### config.mk
export PLATFORM = sky130hd
export DESIGN_NAME = bm_channel_ctrl
export DESIGN_NICKNAME = d
export VERILOG_FILES = /design/src/hw/bm_pkg.sv /design/src/hw/bm_chan_bank.sv /design/src/hw/bm_channel_ctrl.sv
export SDC_FILE = /design/constraint.sdc
export NUM_CORES = 1
export LEC_CHECK = 0
export BUFFER_PORTS_ARGS = -buffer_cell sky130_fd_sc_hd__buf_2
export CORE_MARGIN = 4
export CORE_UTILIZATION = 40
export CTS_CLUSTER_DIAMETER = 50
export CTS_CLUSTER_SIZE = 10
export DETAILED_ROUTE_END_ITERATION = 6
export PLACE_DENSITY = 0.59
export SYNTH_ARGS = -nofsm -noshare
export SYNTH_HDL_FRONTEND = slang
export SYNTH_SLANG_ARGS = --single-unit
### constraint.sdc
create_clock -name clk -period 5.31 [get_ports clk]
set_input_delay 0.7965 -clock clk [delete_from_list [all_inputs] [get_ports clk]]
set_output_delay 0.7965 -clock clk [all_outputs]
set_load 0.01 [all_outputs]
### src/hw/bm_pkg.sv
// constants and types shared by the byte mover control block
package bm_pkg;
	// ----------------------------------------------------------------
	// sizes
	// ----------------------------------------------------------------
	localparam int NCH = 7; // number of channels
	localparam int CH_W = 3; // channel selector width
	localparam int BASE_W = 12; // data ram base address width
	localparam int OFS_W = 10; // address offset and size width
	localparam int ADDR_W = 8; // avalon word address width
	localparam logic [CH_W-1:0] SEL_INVALID = 3'h7; // selector code with no channel
	// ----------------------------------------------------------------
	// register indices (word addresses)
	// ----------------------------------------------------------------
	localparam logic [ADDR_W-1:0] IDX_CONFIG = 8'hC9; // channel_config
	localparam logic [ADDR_W-1:0] IDX_BASE_LO = 8'hCA; // base_address low byte
	localparam logic [ADDR_W-1:0] IDX_BASE_HI = 8'hCB; // base_address high bits
	localparam logic [ADDR_W-1:0] IDX_OFS_LO = 8'hCC; // address_offset low byte
	localparam logic [ADDR_W-1:0] IDX_OFS_HI = 8'hCD; // address_offset high bits
	localparam logic [ADDR_W-1:0] IDX_SIZE_LO = 8'hCE; // transfer_size low byte
	localparam logic [ADDR_W-1:0] IDX_SIZE_HI = 8'hCF; // transfer_size high bits
	localparam logic [ADDR_W-1:0] IDX_SEL = 8'hD1; // channel_selector
	localparam logic [ADDR_W-1:0] IDX_ENABLE = 8'hD2; // channel_enables
	localparam logic [ADDR_W-1:0] IDX_FULL = 8'hD3; // full_flags
	localparam logic [ADDR_W-1:0] IDX_HALF = 8'hD4; // half_flags
	localparam logic [ADDR_W-1:0] IDX_BUSY = 8'hD5; // channel_busy_start
	localparam logic [ADDR_W-1:0] IDX_MODE = 8'hD6; // channel_mode
	// ----------------------------------------------------------------
	// field positions and reset values
	// ----------------------------------------------------------------
	localparam int CFG_FULL_EN = 7; // full_irq_enable
	localparam int CFG_HALF_EN = 6; // half_irq_enable
	localparam int CFG_STALL = 5; // stall bit
	localparam int CFG_ENDIAN = 4; // one is big endian
	localparam int MODE_WRAP = 0; // rollover enable
	localparam logic [7:0] RST_REG = 8'h00; // reset value of every register
	localparam logic [1:0] BUS_READY_PHASE = 2'h1; // phase at which the answer is built
	// ----------------------------------------------------------------
	// transfer_function codes
	// ----------------------------------------------------------------
	localparam logic [3:0] FN_RAM_TO_ENC = 4'h0;
	localparam logic [3:0] FN_ENC_TO_RAM = 4'h1;
	localparam logic [3:0] FN_RAM_TO_CRC = 4'h2;
	localparam logic [3:0] FN_RAM_TO_SPI = 4'h3;
	localparam logic [3:0] FN_SPI_TO_RAM = 4'h4;
	localparam logic [3:0] FN_RAM_TO_KEY = 4'h5;
	localparam logic [3:0] FN_RAM_TO_BLK = 4'h6;
	localparam logic [3:0] FN_RAM_TO_XOR = 4'h7;
	localparam logic [3:0] FN_OUT_TO_RAM = 4'h8;
	// engine states
	typedef enum {ST_IDLE, ST_LOAD, ST_ISSUE} bm_state_t;
endpackage : bm_pkg

### src/hw/bm_chan_bank.sv
// per-channel storage with one masked write port and two registered read ports
module bm_chan_bank #(
	parameter int W = 22,
	parameter int N = 7,
	parameter int IW = 3
) (
	input wire logic clk,
	input wire logic reset_n,
	input wire logic wr_en,
	input wire logic [IW-1:0] wr_idx,
	input wire logic [W-1:0] wr_data,
	input wire logic [W-1:0] wr_mask,
	input wire logic [IW-1:0] rd_a_idx,
	output logic [W-1:0] rd_a_data,
	input wire logic [IW-1:0] rd_b_idx,
	output logic [W-1:0] rd_b_data
);
	// ----------------------------------------------------------------
	// storage
	// ----------------------------------------------------------------
	logic [N-1:0][W-1:0] mem; // one word per channel
	for (genvar i = 0; i < N; i++)
	begin : g_word
		// masked write keeps the bits outside the mask
		always_ff @(posedge clk or negedge reset_n)
		begin
			if (!reset_n)
				mem[i] <= '0;
			else if (wr_en && wr_idx == IW'(i))
				mem[i] <= (mem[i] & ~wr_mask) | (wr_data & wr_mask);
		end
	end
	// ----------------------------------------------------------------
	// registered reads, out of range reads give zero
	// ----------------------------------------------------------------
	always_ff @(posedge clk or negedge reset_n)
	begin
		if (!reset_n)
		begin
			rd_a_data <= '0;
			rd_b_data <= '0;
		end
		else
		begin
			rd_a_data <= (int'(rd_a_idx) < N) ? mem[rd_a_idx] : '0;
			rd_b_data <= (int'(rd_b_idx) < N) ? mem[rd_b_idx] : '0;
		end
	end
endmodule : bm_chan_bank

### src/hw/bm_channel_ctrl.sv
// byte mover channel control: registers, channel engine and interrupt
// Functional notes
// - writing one to busy bit forces start
// - busy bit reads one while transferring
// - three-bit selector, code seven is invalid
// - mode and config reach selected channel
// - selector bits seven to three read zero
// - offset runs to size minus one, completes
// - rollover returns offset to zero at completion
// - config bit seven enables full interrupt
// - config bit six enables half interrupt
// - stall bit holds the channel still
// - config bit four picks byte order for the two encoder functions only
// - four-bit function picks one of nine
// - offset steps per byte; address base plus offset
// - full flag at size minus one, sticky
// - half flag at half size, odd rounded up
module bm_channel_ctrl
	import bm_pkg::*;
(
	input wire logic clk,
	input wire logic reset_n,
	input wire logic [bm_pkg::ADDR_W-1:0] avs_address,
	input wire logic avs_read,
	input wire logic avs_write,
	input wire logic [31:0] avs_writedata,
	output logic [31:0] avs_readdata,
	output logic avs_waitrequest,
	input wire logic [bm_pkg::NCH-1:0] transfer_function_request,
	output logic xfer_valid,
	output logic [bm_pkg::CH_W-1:0] xfer_channel,
	output logic [bm_pkg::BASE_W-1:0] xfer_address,
	output logic [3:0] xfer_function,
	output logic xfer_big_endian,
	input wire logic xfer_done,
	output logic irq
);
	import bm_pkg::*;
	// ----------------------------------------------------------------
	// helpers
	// ----------------------------------------------------------------
	// lowest eligible channel
	function automatic logic [CH_W-1:0] first_set(input logic [NCH-1:0] v);
		logic [CH_W-1:0] r;
		r = '0;
		for (int i = NCH - 1; i >= 0; i--)
			if (v[i])
				r = CH_W'(i);
		return r;
	endfunction : first_set
	// only encoder transfers take the byte order bit
	function automatic logic is_multi(input logic [3:0] f);
		return (f == FN_RAM_TO_ENC) || (f == FN_ENC_TO_RAM);
	endfunction : is_multi
	// ----------------------------------------------------------------
	// state
	// ----------------------------------------------------------------
	logic [CH_W-1:0] sel; // channel_selector
	logic [NCH-1:0] enables; // channel_enables
	logic [NCH-1:0] busy; // live busy bits
	logic [NCH-1:0] full_flags; // sticky full-length flags
	logic [NCH-1:0] half_flags; // sticky mid-point flags
	logic [NCH-1:0][7:0] cfg; // channel_config copies
	logic [NCH-1:0] wrap; // channel_mode rollover bits
	logic [NCH-1:0][OFS_W-1:0] ofs; // address_offset counters
	logic [1:0] bus_phase; // cycles spent on the current request
	bm_state_t state; // engine state
	logic [CH_W-1:0] act_ch; // channel owned by the engine
	logic [CH_W-1:0] bank_b_idx; // bank row read for the engine, one cycle ahead of load
	logic [BASE_W+OFS_W-1:0] bank_a; // base and size of selected channel
	logic [BASE_W+OFS_W-1:0] bank_b; // base and size of active channel
	// ----------------------------------------------------------------
	// bus decode
	// ----------------------------------------------------------------
	wire wr_acc = avs_write && !avs_waitrequest; // write takes effect
	wire [7:0] wd = avs_writedata[7:0]; // registers are one byte wide
	wire sel_ok = sel != SEL_INVALID;
	wire ind_wr = wr_acc && sel_ok;
	wire wr_cfg = ind_wr && avs_address == IDX_CONFIG;
	wire wr_mode = ind_wr && avs_address == IDX_MODE;
	wire wr_ol = ind_wr && avs_address == IDX_OFS_LO;
	wire wr_oh = ind_wr && avs_address == IDX_OFS_HI;
	wire wr_bl = avs_address == IDX_BASE_LO;
	wire wr_bh = avs_address == IDX_BASE_HI;
	wire wr_sl = avs_address == IDX_SIZE_LO;
	wire wr_sh = avs_address == IDX_SIZE_HI;
	wire bank_we = ind_wr && (wr_bl || wr_bh || wr_sl || wr_sh);
	// bank word: size above base
	wire [BASE_W+OFS_W-1:0] bank_wd = {wd[1:0], wd, wd[3:0], wd};
	wire [BASE_W+OFS_W-1:0] bank_wm = {{2{wr_sh}}, {8{wr_sl}}, {4{wr_bh}}, {8{wr_bl}}};
	wire [OFS_W-1:0] sel_ofs = ofs[sel];
	wire [7:0] sel_cfg = cfg[sel];
	// ----------------------------------------------------------------
	// read multiplexer, indirect registers read zero on the invalid code
	// ----------------------------------------------------------------
	wire [7:0] rd_ind =
		!sel_ok ? RST_REG :
		avs_address == IDX_CONFIG ? sel_cfg :
		avs_address == IDX_MODE ? {7'h00, wrap[sel]} :
		avs_address == IDX_BASE_LO ? bank_a[7:0] :
		avs_address == IDX_BASE_HI ? {4'h0, bank_a[11:8]} :
		avs_address == IDX_OFS_LO ? sel_ofs[7:0] :
		avs_address == IDX_OFS_HI ? {6'h00, sel_ofs[9:8]} :
		avs_address == IDX_SIZE_LO ? bank_a[19:12] :
		avs_address == IDX_SIZE_HI ? {6'h00, bank_a[21:20]} : 8'h00;
	wire [7:0] rd_mux =
		avs_address == IDX_SEL ? {5'h00, sel} :
		avs_address == IDX_ENABLE ? {1'b0, enables} :
		avs_address == IDX_FULL ? {1'b0, full_flags} :
		avs_address == IDX_HALF ? {1'b0, half_flags} :
		avs_address == IDX_BUSY ? {1'b0, busy} : rd_ind;
	// ----------------------------------------------------------------
	// bus handshake: answer two cycles after the request appears
	// ----------------------------------------------------------------
	always_ff @(posedge clk or negedge reset_n)
	begin
		if (!reset_n)
		begin
			bus_phase <= 2'h0;
			avs_waitrequest <= 1'b1;
			avs_readdata <= 32'h0000_0000;
		end
		else if (!avs_waitrequest)
		begin
			// request taken this edge, back to waiting
			bus_phase <= 2'h0;
			avs_waitrequest <= 1'b1;
		end
		else if (avs_read || avs_write)
		begin
			// bank read data are valid in phase one
			bus_phase <= bus_phase + 2'h1;
			if (bus_phase == BUS_READY_PHASE)
			begin
				avs_waitrequest <= 1'b0;
				avs_readdata <= {24'h000000, rd_mux};
			end
		end
	end
	// ----------------------------------------------------------------
	// base and size storage
	// ----------------------------------------------------------------
	bm_chan_bank #(
		.W(BASE_W + OFS_W),
		.N(NCH),
		.IW(CH_W)
	) u_bank (
		.clk(clk),
		.reset_n(reset_n),
		.wr_en(bank_we),
		.wr_idx(sel),
		.wr_data(bank_wd),
		.wr_mask(bank_wm),
		.rd_a_idx(sel),
		.rd_a_data(bank_a),
		.rd_b_idx(bank_b_idx),
		.rd_b_data(bank_b)
	);
	// ----------------------------------------------------------------
	// engine decode
	// ----------------------------------------------------------------
	wire [BASE_W-1:0] act_base = bank_b[BASE_W-1:0];
	wire [OFS_W-1:0] act_size = bank_b[BASE_W+OFS_W-1:BASE_W];
	wire [OFS_W-1:0] act_ofs = ofs[act_ch];
	wire [7:0] act_cfg = cfg[act_ch];
	wire [NCH-1:0] stall_vec; // stall bits of all channels
	wire [NCH-1:0] full_en_vec; // full interrupt enables
	wire [NCH-1:0] half_en_vec; // half interrupt enables
	wire [NCH-1:0] ready = busy & ~stall_vec;
	wire hw_step = state == ST_ISSUE && xfer_done; // one byte moved
	wire [CH_W-1:0] pick_ch = first_set(ready);
	// read the picked row while idle so base and size stand when load uses them
	assign bank_b_idx = (state == ST_IDLE) ? pick_ch : act_ch;
	wire last = act_ofs == act_size - 10'h001;
	wire [OFS_W-1:0] half_pt = {1'b0, act_size[9:1]} + {9'h000, act_size[0]};
	wire [NCH-1:0] ch_hot = NCH'(1) << act_ch; // active channel one-hot
	wire [NCH-1:0] done_vec = (hw_step && last) ? ch_hot : '0; // completion
	wire [NCH-1:0] half_vec = (hw_step && act_ofs == half_pt) ? ch_hot : '0;
	wire [NCH-1:0] start_vec = (wr_acc && avs_address == IDX_BUSY) ? wd[NCH-1:0] : '0;
	wire [NCH-1:0] full_clr = (wr_acc && avs_address == IDX_FULL) ? wd[NCH-1:0] : '0;
	wire [NCH-1:0] half_clr = (wr_acc && avs_address == IDX_HALF) ? wd[NCH-1:0] : '0;
	wire [NCH-1:0] next_busy = (busy & ~done_vec) | start_vec | (enables & transfer_function_request);
	wire [OFS_W-1:0] next_ofs = last ? (wrap[act_ch] ? '0 : act_ofs) : act_ofs + 10'h001;
	// ----------------------------------------------------------------
	// per-channel settings and offset counters
	// ----------------------------------------------------------------
	for (genvar c = 0; c < NCH; c++)
	begin : g_ch
		assign stall_vec[c] = cfg[c][CFG_STALL];
		assign full_en_vec[c] = cfg[c][CFG_FULL_EN];
		assign half_en_vec[c] = cfg[c][CFG_HALF_EN];
		// config and mode of the selected channel
		always_ff @(posedge clk or negedge reset_n)
		begin
			if (!reset_n)
			begin
				cfg[c] <= RST_REG;
				wrap[c] <= 1'b0;
			end
			else
			begin
				if (wr_cfg && sel == CH_W'(c))
					cfg[c] <= wd;
				if (wr_mode && sel == CH_W'(c))
					wrap[c] <= wd[MODE_WRAP];
			end
		end
		// engine step wins over a software write in the same cycle
		always_ff @(posedge clk or negedge reset_n)
		begin
			if (!reset_n)
				ofs[c] <= '0;
			else if (hw_step && act_ch == CH_W'(c))
				ofs[c] <= next_ofs;
			else if (wr_ol && sel == CH_W'(c))
				ofs[c][7:0] <= wd;
			else if (wr_oh && sel == CH_W'(c))
				ofs[c][9:8] <= wd[1:0];
		end
	end
	// ----------------------------------------------------------------
	// direct registers and sticky flags, a set beats a clear
	// ----------------------------------------------------------------
	always_ff @(posedge clk or negedge reset_n)
	begin
		if (!reset_n)
		begin
			sel <= '0;
			enables <= '0;
			busy <= '0;
			full_flags <= '0;
			half_flags <= '0;
			irq <= 1'b0;
		end
		else
		begin
			if (wr_acc && avs_address == IDX_SEL)
				sel <= wd[CH_W-1:0];
			if (wr_acc && avs_address == IDX_ENABLE)
				enables <= wd[NCH-1:0];
			busy <= next_busy;
			full_flags <= (full_flags & ~full_clr) | done_vec;
			half_flags <= (half_flags & ~half_clr) | half_vec;
			irq <= |((full_flags & full_en_vec) | (half_flags & half_en_vec));
		end
	end
	// ----------------------------------------------------------------
	// engine: pick, load base and size, issue one byte, wait
	// ----------------------------------------------------------------
	always_ff @(posedge clk or negedge reset_n)
	begin
		if (!reset_n)
		begin
			state <= ST_IDLE;
			act_ch <= '0;
			xfer_valid <= 1'b0;
			xfer_channel <= '0;
			xfer_address <= '0;
			xfer_function <= FN_RAM_TO_ENC;
			xfer_big_endian <= 1'b0;
		end
		else
		begin
			case (state)
				ST_IDLE:
				begin
					// stalled channels are never picked
					if (|ready)
					begin
						act_ch <= pick_ch;
						state <= ST_LOAD;
					end
				end
				ST_LOAD:
				begin
					// stall may arrive while loading
					if (ready[act_ch])
					begin
						xfer_valid <= 1'b1;
						xfer_channel <= act_ch;
						xfer_address <= act_base + BASE_W'(act_ofs);
						xfer_function <= act_cfg[3:0];
						xfer_big_endian <= act_cfg[CFG_ENDIAN] && is_multi(act_cfg[3:0]);
						state <= ST_ISSUE;
					end
					else
						state <= ST_IDLE;
				end
				ST_ISSUE:
				begin
					if (xfer_done)
					begin
						xfer_valid <= 1'b0;
						state <= ST_IDLE;
					end
				end
				default:
					state <= ST_IDLE;
			endcase
		end
	end
endmodule : bm_channel_ctrl

Word-level counts from Yosys, hierarchy flattened
Index checks and enable logic that the tools add are counted.

$add $sub $neg: 5. $lt $le $gt $ge: 5. Equal/unequal tests: 44. Shift operators: 1. Multiplexer cells: 89. Bitwise gates (word level): 32. Reductions and logical operators: 98.

Operator list (number): AND 22 bit (8); 2-to-1 mux 8 bit (21); bitwise OR 22 bit (7); binary-select mux 22 bit (select 3 bit) (2); 2-to-1 mux 10 bit (11); equality test 8 bit, second input constant (13); case mux 32 bit (3 select lines) (1); 2-to-1 mux 22 bit (4); logical NOT 32 bit (2); 2-to-1 mux 32 bit (2); binary-select mux 10 bit (select 3 bit) (2); logical AND 1 bit (58); AND 7 bit (7); binary-select mux 8 bit (select 3 bit) (2); 2-to-1 mux 2 bit (18); 2-to-1 mux 7 bit (5); bitwise OR 7 bit (5); equality test 32 x 1 -> 1 bit, second input constant (1); equality test 32 x 2 -> 1 bit, second input constant (1); equality test 32 x 3 -> 1 bit, second input constant (1); nonzero test 2 bit (15); NOT 7 bit (4); 2-to-1 mux 3 bit (8); NOT 22 bit (1); other kinds (28) (75).

Register bits after elaboration: 430. Bits of input ports: 52. Output and inout bits: 55. Word-level logic and storage cells: 327.

Logic depth before layout (Yosys ltp)
Depth after elaboration: 15. Gate-level depth with buffers: 20. Gate-level depth less buffers: 16.

Hierarchy
A second synthesis with hierarchy kept.

Cells, all modules: 2308. Area, all modules: 23799.1 µm².

Modules (own cells, without submodules): bm_channel_ctrl (instances 1, cells each 1444, area an instance 13454.2 µm², seq. area each 5056.1 µm²); bm_chan_bank (instances 1, cells each 864, area an instance 10344.9 µm², seq. area each 4954.8 µm²).

Worst setup path after synthesis
Ideal clock, no wire load.

Kind: register -> register. Start: reg act_ch[1]. End: reg xfer_address[10] (netlist bit). Setup time: 95 ps. Data arrival time: 3664 ps. Data required time: 5215 ps. Path slack: 1550 ps. Stages on the path, launching flop included: 19. Path buffers: 4. Period minus slack after synthesis: 3760 ps. Cells stage by stage: dfrtp_1 > buf_2 > buf_4 > mux2_2 > a221o_1 > nand2_1 > inv_1 > clkbuf_1 > clkbuf_1 > ha_1 > nor2b_1 > o21ai_0 > a21boi_0 > o21ai_0 > a21boi_0 > o211ai_1 > a21boi_0 > o21a_1 > o31ai_1.

Word-level cells in the longest chain between the ends: 3. Elaborated cells between the ends (all ways): 6. Those cells by class: add/sub (1); mux (4); reduce/logical (1).

Ends and longest elaborated chain: start, declared (line bm_channel_ctrl.sv:68) `logic [CH_W-1:0] act_ch;`; start signal, assigned (line bm_channel_ctrl.sv:270) `act_ch <= pick_ch;`; binary-select mux 10 bit (select 3 bit) or binary-select mux 1 bit (select 3 bit) (tied branches) (line bm_channel_ctrl.sv:164, bm_channel_ctrl.sv:277); 2-to-1 mux 10 bit (implied by the code) or 2-to-1 mux 1 bit (tied branches) (line bm_channel_ctrl.sv:164, bm_channel_ctrl.sv:277); adder 12 x 10 -> 12 bit or AND reduction 2 bit (tied branches); end signal, assigned (line bm_channel_ctrl.sv:281) `xfer_address <= act_base + BASE_W'(act_ofs);`; end, declared (line bm_channel_ctrl.sv:32) `output logic [bm_pkg::BASE_W-1:0] xfer_address,`.

Parallel ways exist; a longest one is shown, timed or not. The select of a mux whose other input is x is not followed. A chain may end at the register's enable or synchronous reset.

Worst setup path in the final report
Start: reg act_ch[2]. End: reg ofs[16] (netlist bit).

Word-level cells in the longest chain between the ends: 5. Elaborated cells between the ends (all ways): 12. Those cells by class: add/sub (1); eq/ne (2); mux (7); reduce/logical (2).

Ends and longest elaborated chain: binary-select mux 10 bit (select 3 bit) or binary-select mux 1 bit (select 3 bit) (tied branches) (line bm_channel_ctrl.sv:164, bm_channel_ctrl.sv:183); 2-to-1 mux 10 bit (implied by the code) or 2-to-1 mux 1 bit (tied branches) (line bm_channel_ctrl.sv:164, bm_channel_ctrl.sv:183); adder 10 x 1 -> 10 bit, or another cell as far along (line bm_channel_ctrl.sv:183) `wire [OFS_W-1:0] next_ofs = last ? (wrap[act_ch] ? '0 : act_ofs) : act_ofs + 10'h001;`; 2-to-1 mux 10 bit (line bm_channel_ctrl.sv:183); 2-to-1 mux 10 bit (line bm_channel_ctrl.sv:213) `else if (hw_step && act_ch == CH_W'(c))`; end signal, assigned by index (line bm_channel_ctrl.sv:214) `ofs[c] <= next_ofs;`; end signal, assigned by index (line bm_channel_ctrl.sv:216) `ofs[c][7:0] <= wd;`; end signal, assigned by index (line bm_channel_ctrl.sv:218) `ofs[c][9:8] <= wd[1:0];`; end, declared (line bm_channel_ctrl.sv:65) `logic [NCH-1:0][OFS_W-1:0] ofs;`.

Parallel ways exist; a longest one is shown, timed or not. The select of a mux whose other input is x is not followed.

==> results.yml <==
synth:
  synthSimpleGateAreaFrac_pct: 13.7
  async_flop_share_pct: 100
  ys_top_cells_by_area: "dfrtp_1, mux2_2, nand2_1"
  syn_inst: 2284
  synth_xor_area_share_pct: 1.48
  synth_ff_type: "dfrtp_1"
  synth_compound_area_share_pct: 13.7
  synth-seq-cells: 400
  avgSynthCellArea_sq_um: 10.0
  ys_types: 84
  synth_area_sq_um: 22900
  synth.yosys.seq_area_share_pct: 43.8
  synth_edf_count: 0
  synth_top_cell_by_area: "dfrtp_1"
  ys_warn_count: 0
  muxShareOfSynthArea_pct: 21.9
  synth_top_family_by_area: "multiplexers"
  synth_fa_ha_area_share_pct: 0.952
  synth_top_area_share_pct: 43.6
setup_path:
  cp-startpoint: "act_ch[2]"
  cpMaxStageDelayCell: "dfrtp_1"
  crit_fanout: 20
  reg2reg_depth: 11
  cp_data_arrival_time_ns: 5.23
  crit_chain: "clkinv_1 -> a221oi_1 -> or2_1 -> inv_2 -> xnor3_1 -> nor3b_1 -> o2111a_1 -> buf_4 -> nand3_2 -> a22oi_2 -> a21oi_1"
  startpoint_type: "flop"
  r2r-start: "act_ch[2]"
  rrSetupSlack_ns: 0.52
  critPathMaxStageDelay_ns: 0.72
  cp-end-kind: "flop"
  rr_endpoint: "ofs[16]"
  crit_type: "reg -> reg"
  required_ns: 5.75
placement:
  routabilityCongestion: 0.897
  place_hpwl_microns: 50100
  io_buffers: 58
  place_area_sq_um: 23800
  place_inst: 2969
  pre_cts_ws_ns: 0.709
sta:
  setup_slack_ns: 0.515
  worst_pin_slew_ns: 1.58
  tns_ns: 0
  setup_viol: 0
  clock_skew_ns: 0.0240
  hold_violations: 0
  rsz0062_at_grt: "no"
  clock.fmax_mhz: 209
  relSlewSlack_pct: -6.35
  finalMaxSlewViolations: 7
  fin_crit_sh_pct: 90.3
  period_needed_ns: 4.79
pwr:
  p_leak_nw: 11.3
  peakVddDrop_mv: 0.276
  powerDensity_nw_per_um2: 467
finish:
  drive_gt1_share_pct: 23.6
  final_core_util_pct: 45.0
  seq_area_sq_um: 10000
  layout-area-overhead-vs-synth_pct: 11.1
  finalInstanceArea_sq_um: 25400
  multi_input_area_sq_um: 12000
  fill_cells: 5305
  final_common_cell: "dfrtp_1"
  final_cell_mix: "dfrtp_1, nand2_1, mux2_2"
  finalNonFillerCells: 3051
  num_antenna_cells: 0
  layout.nets: 2335
floorplanning:
  coreArea_sq_um: 56500
  dieArea_sq_um: 61100
  io-pin-count: 107
  rows: 87
  fp.dieW_microns: 247
  start_util_pct: 40.5
  die_h_microns: 247
grt:
  track_usage_pct: 24.6
  grt-ovfl-total: 0
  grt_pass1_vias: 18300
  antenna_found_initial: 2
  grt_pass1_wl_microns: 115000
  grt_max_degree: 119
clock_network:
  numCtsBuffers: 52
  ctsHoldBuffers: 0
  cts_root_buf: "clkbuf_16"
  cts_buffer_depth: 3
  clock_latency_ns: 0.61
  clkSinkCount: 400
  cts_tree: "done"
  post_cts_resized: 0
  postCtsSetupRepairBufs: 0
  htree_levels: 2
  path_clk_slew_ns: 0.06
detailed_routing:
  drc: 0
  m1WireLength_microns: 31500
  top_layer: "met5"
  wl_per_cell_microns: 24.9
  drt_iter0_markers: 1875
  wl_met2_microns: 35300
  via_per_inst: 6.09
  firstDrtPassIters: 5
  route.met3.wl_microns: 5440
  wirelength_microns: 76000
  via_count: 18600
  drtAntennaViolNets: 0
status:
  violations: "capacitance limit, slew limit"
  status: "finished with violations"
hold_path:
  hold_path.class: "in -> async"
job:
  maxCapViolations: 1
per-stage QoR:
stage               hold WS [ns]  power, mW
floorplan                  0.467       6.87
global placement           0.464       8.42
detailed placement         0.470       8.48
CTS                        0.278       11.9
global route               0.320       12.5
finish                     0.251       11.9
worst max-delay path: cells and delay by family, from the launching register on:
family	cells	cell delay [ns]
xor+xnor	1	0.35
simple gates	3	1.07
compound gates	4	1.34
flops	1	0.72
buf+inv	3	1.13
synth_stat cells (18+ instances only):
master and count:
mux2_2 271, nand2_1 339, a21oi_1 172, a22oi_1 19, a41oi_1 25, nand3_1 69
inv_1 31, o21ai_0 108, buf_1 23, dfrtp_1 399, mux4_2 47, nor2_1 103
a211oi_1 42, and3_1 18, nor3_1 56, xnor2_1 23, mux2i_1 88, clkbuf_1 136
buf_4 29, nor2b_1 43
worst max-delay path by stage:
stage                                  end  slack (ns)  cells past startpoint
after floorplan           xfer_address[10]        1.55                     18
after global placement             ofs[16]        0.77                     11
after detailed placement           ofs[16]        0.71                     11
after CTS                          ofs[16]        0.68                     11
after global routing      xfer_address[10]        0.29                     14
final                              ofs[16]        0.52                     11
final cells by class:
cell class                      count  area share, %
Clock inverter                     13          0.659
Timing Repair Buffer              107           2.78
Clock buffer                       69           5.77
Multi-Input combinational cell   1671           47.2
Inverter                           35          0.517
Sequential cell                   400           39.4
Tap cell                          756           3.72
power by group:
part           internal [mW]  switching [mW]  leakage, nW
logic                   1.54            3.14         5.06
clock network           2.06            1.35        0.784
registers               3.41           0.382         5.41
kinds of logic (layout without fill, tap and decap cells):
logic type	count (synthesis)	in the layout
adders and majority gates	17	17
xor gates and xnor gates	37	37
and+or+nand+nor	692	692
AOI/OAI and AO/OA	494	494
buffers and inverters	236	224
muxes	407	407
other	1	24
DFF	400	400
per-layer routing:
| layer | global-route usage, % | vias up |
|---|---|---|
| met5 | 0 | - |
| met4 | 11.2 | 4 |
| met3 | 3.78 | 170 |
| met2 | 39.9 | 796 |
| met1 | 32.7 | 9412 |
| li1 | - | 8191 |
Power figures use the tool's default switching activity.
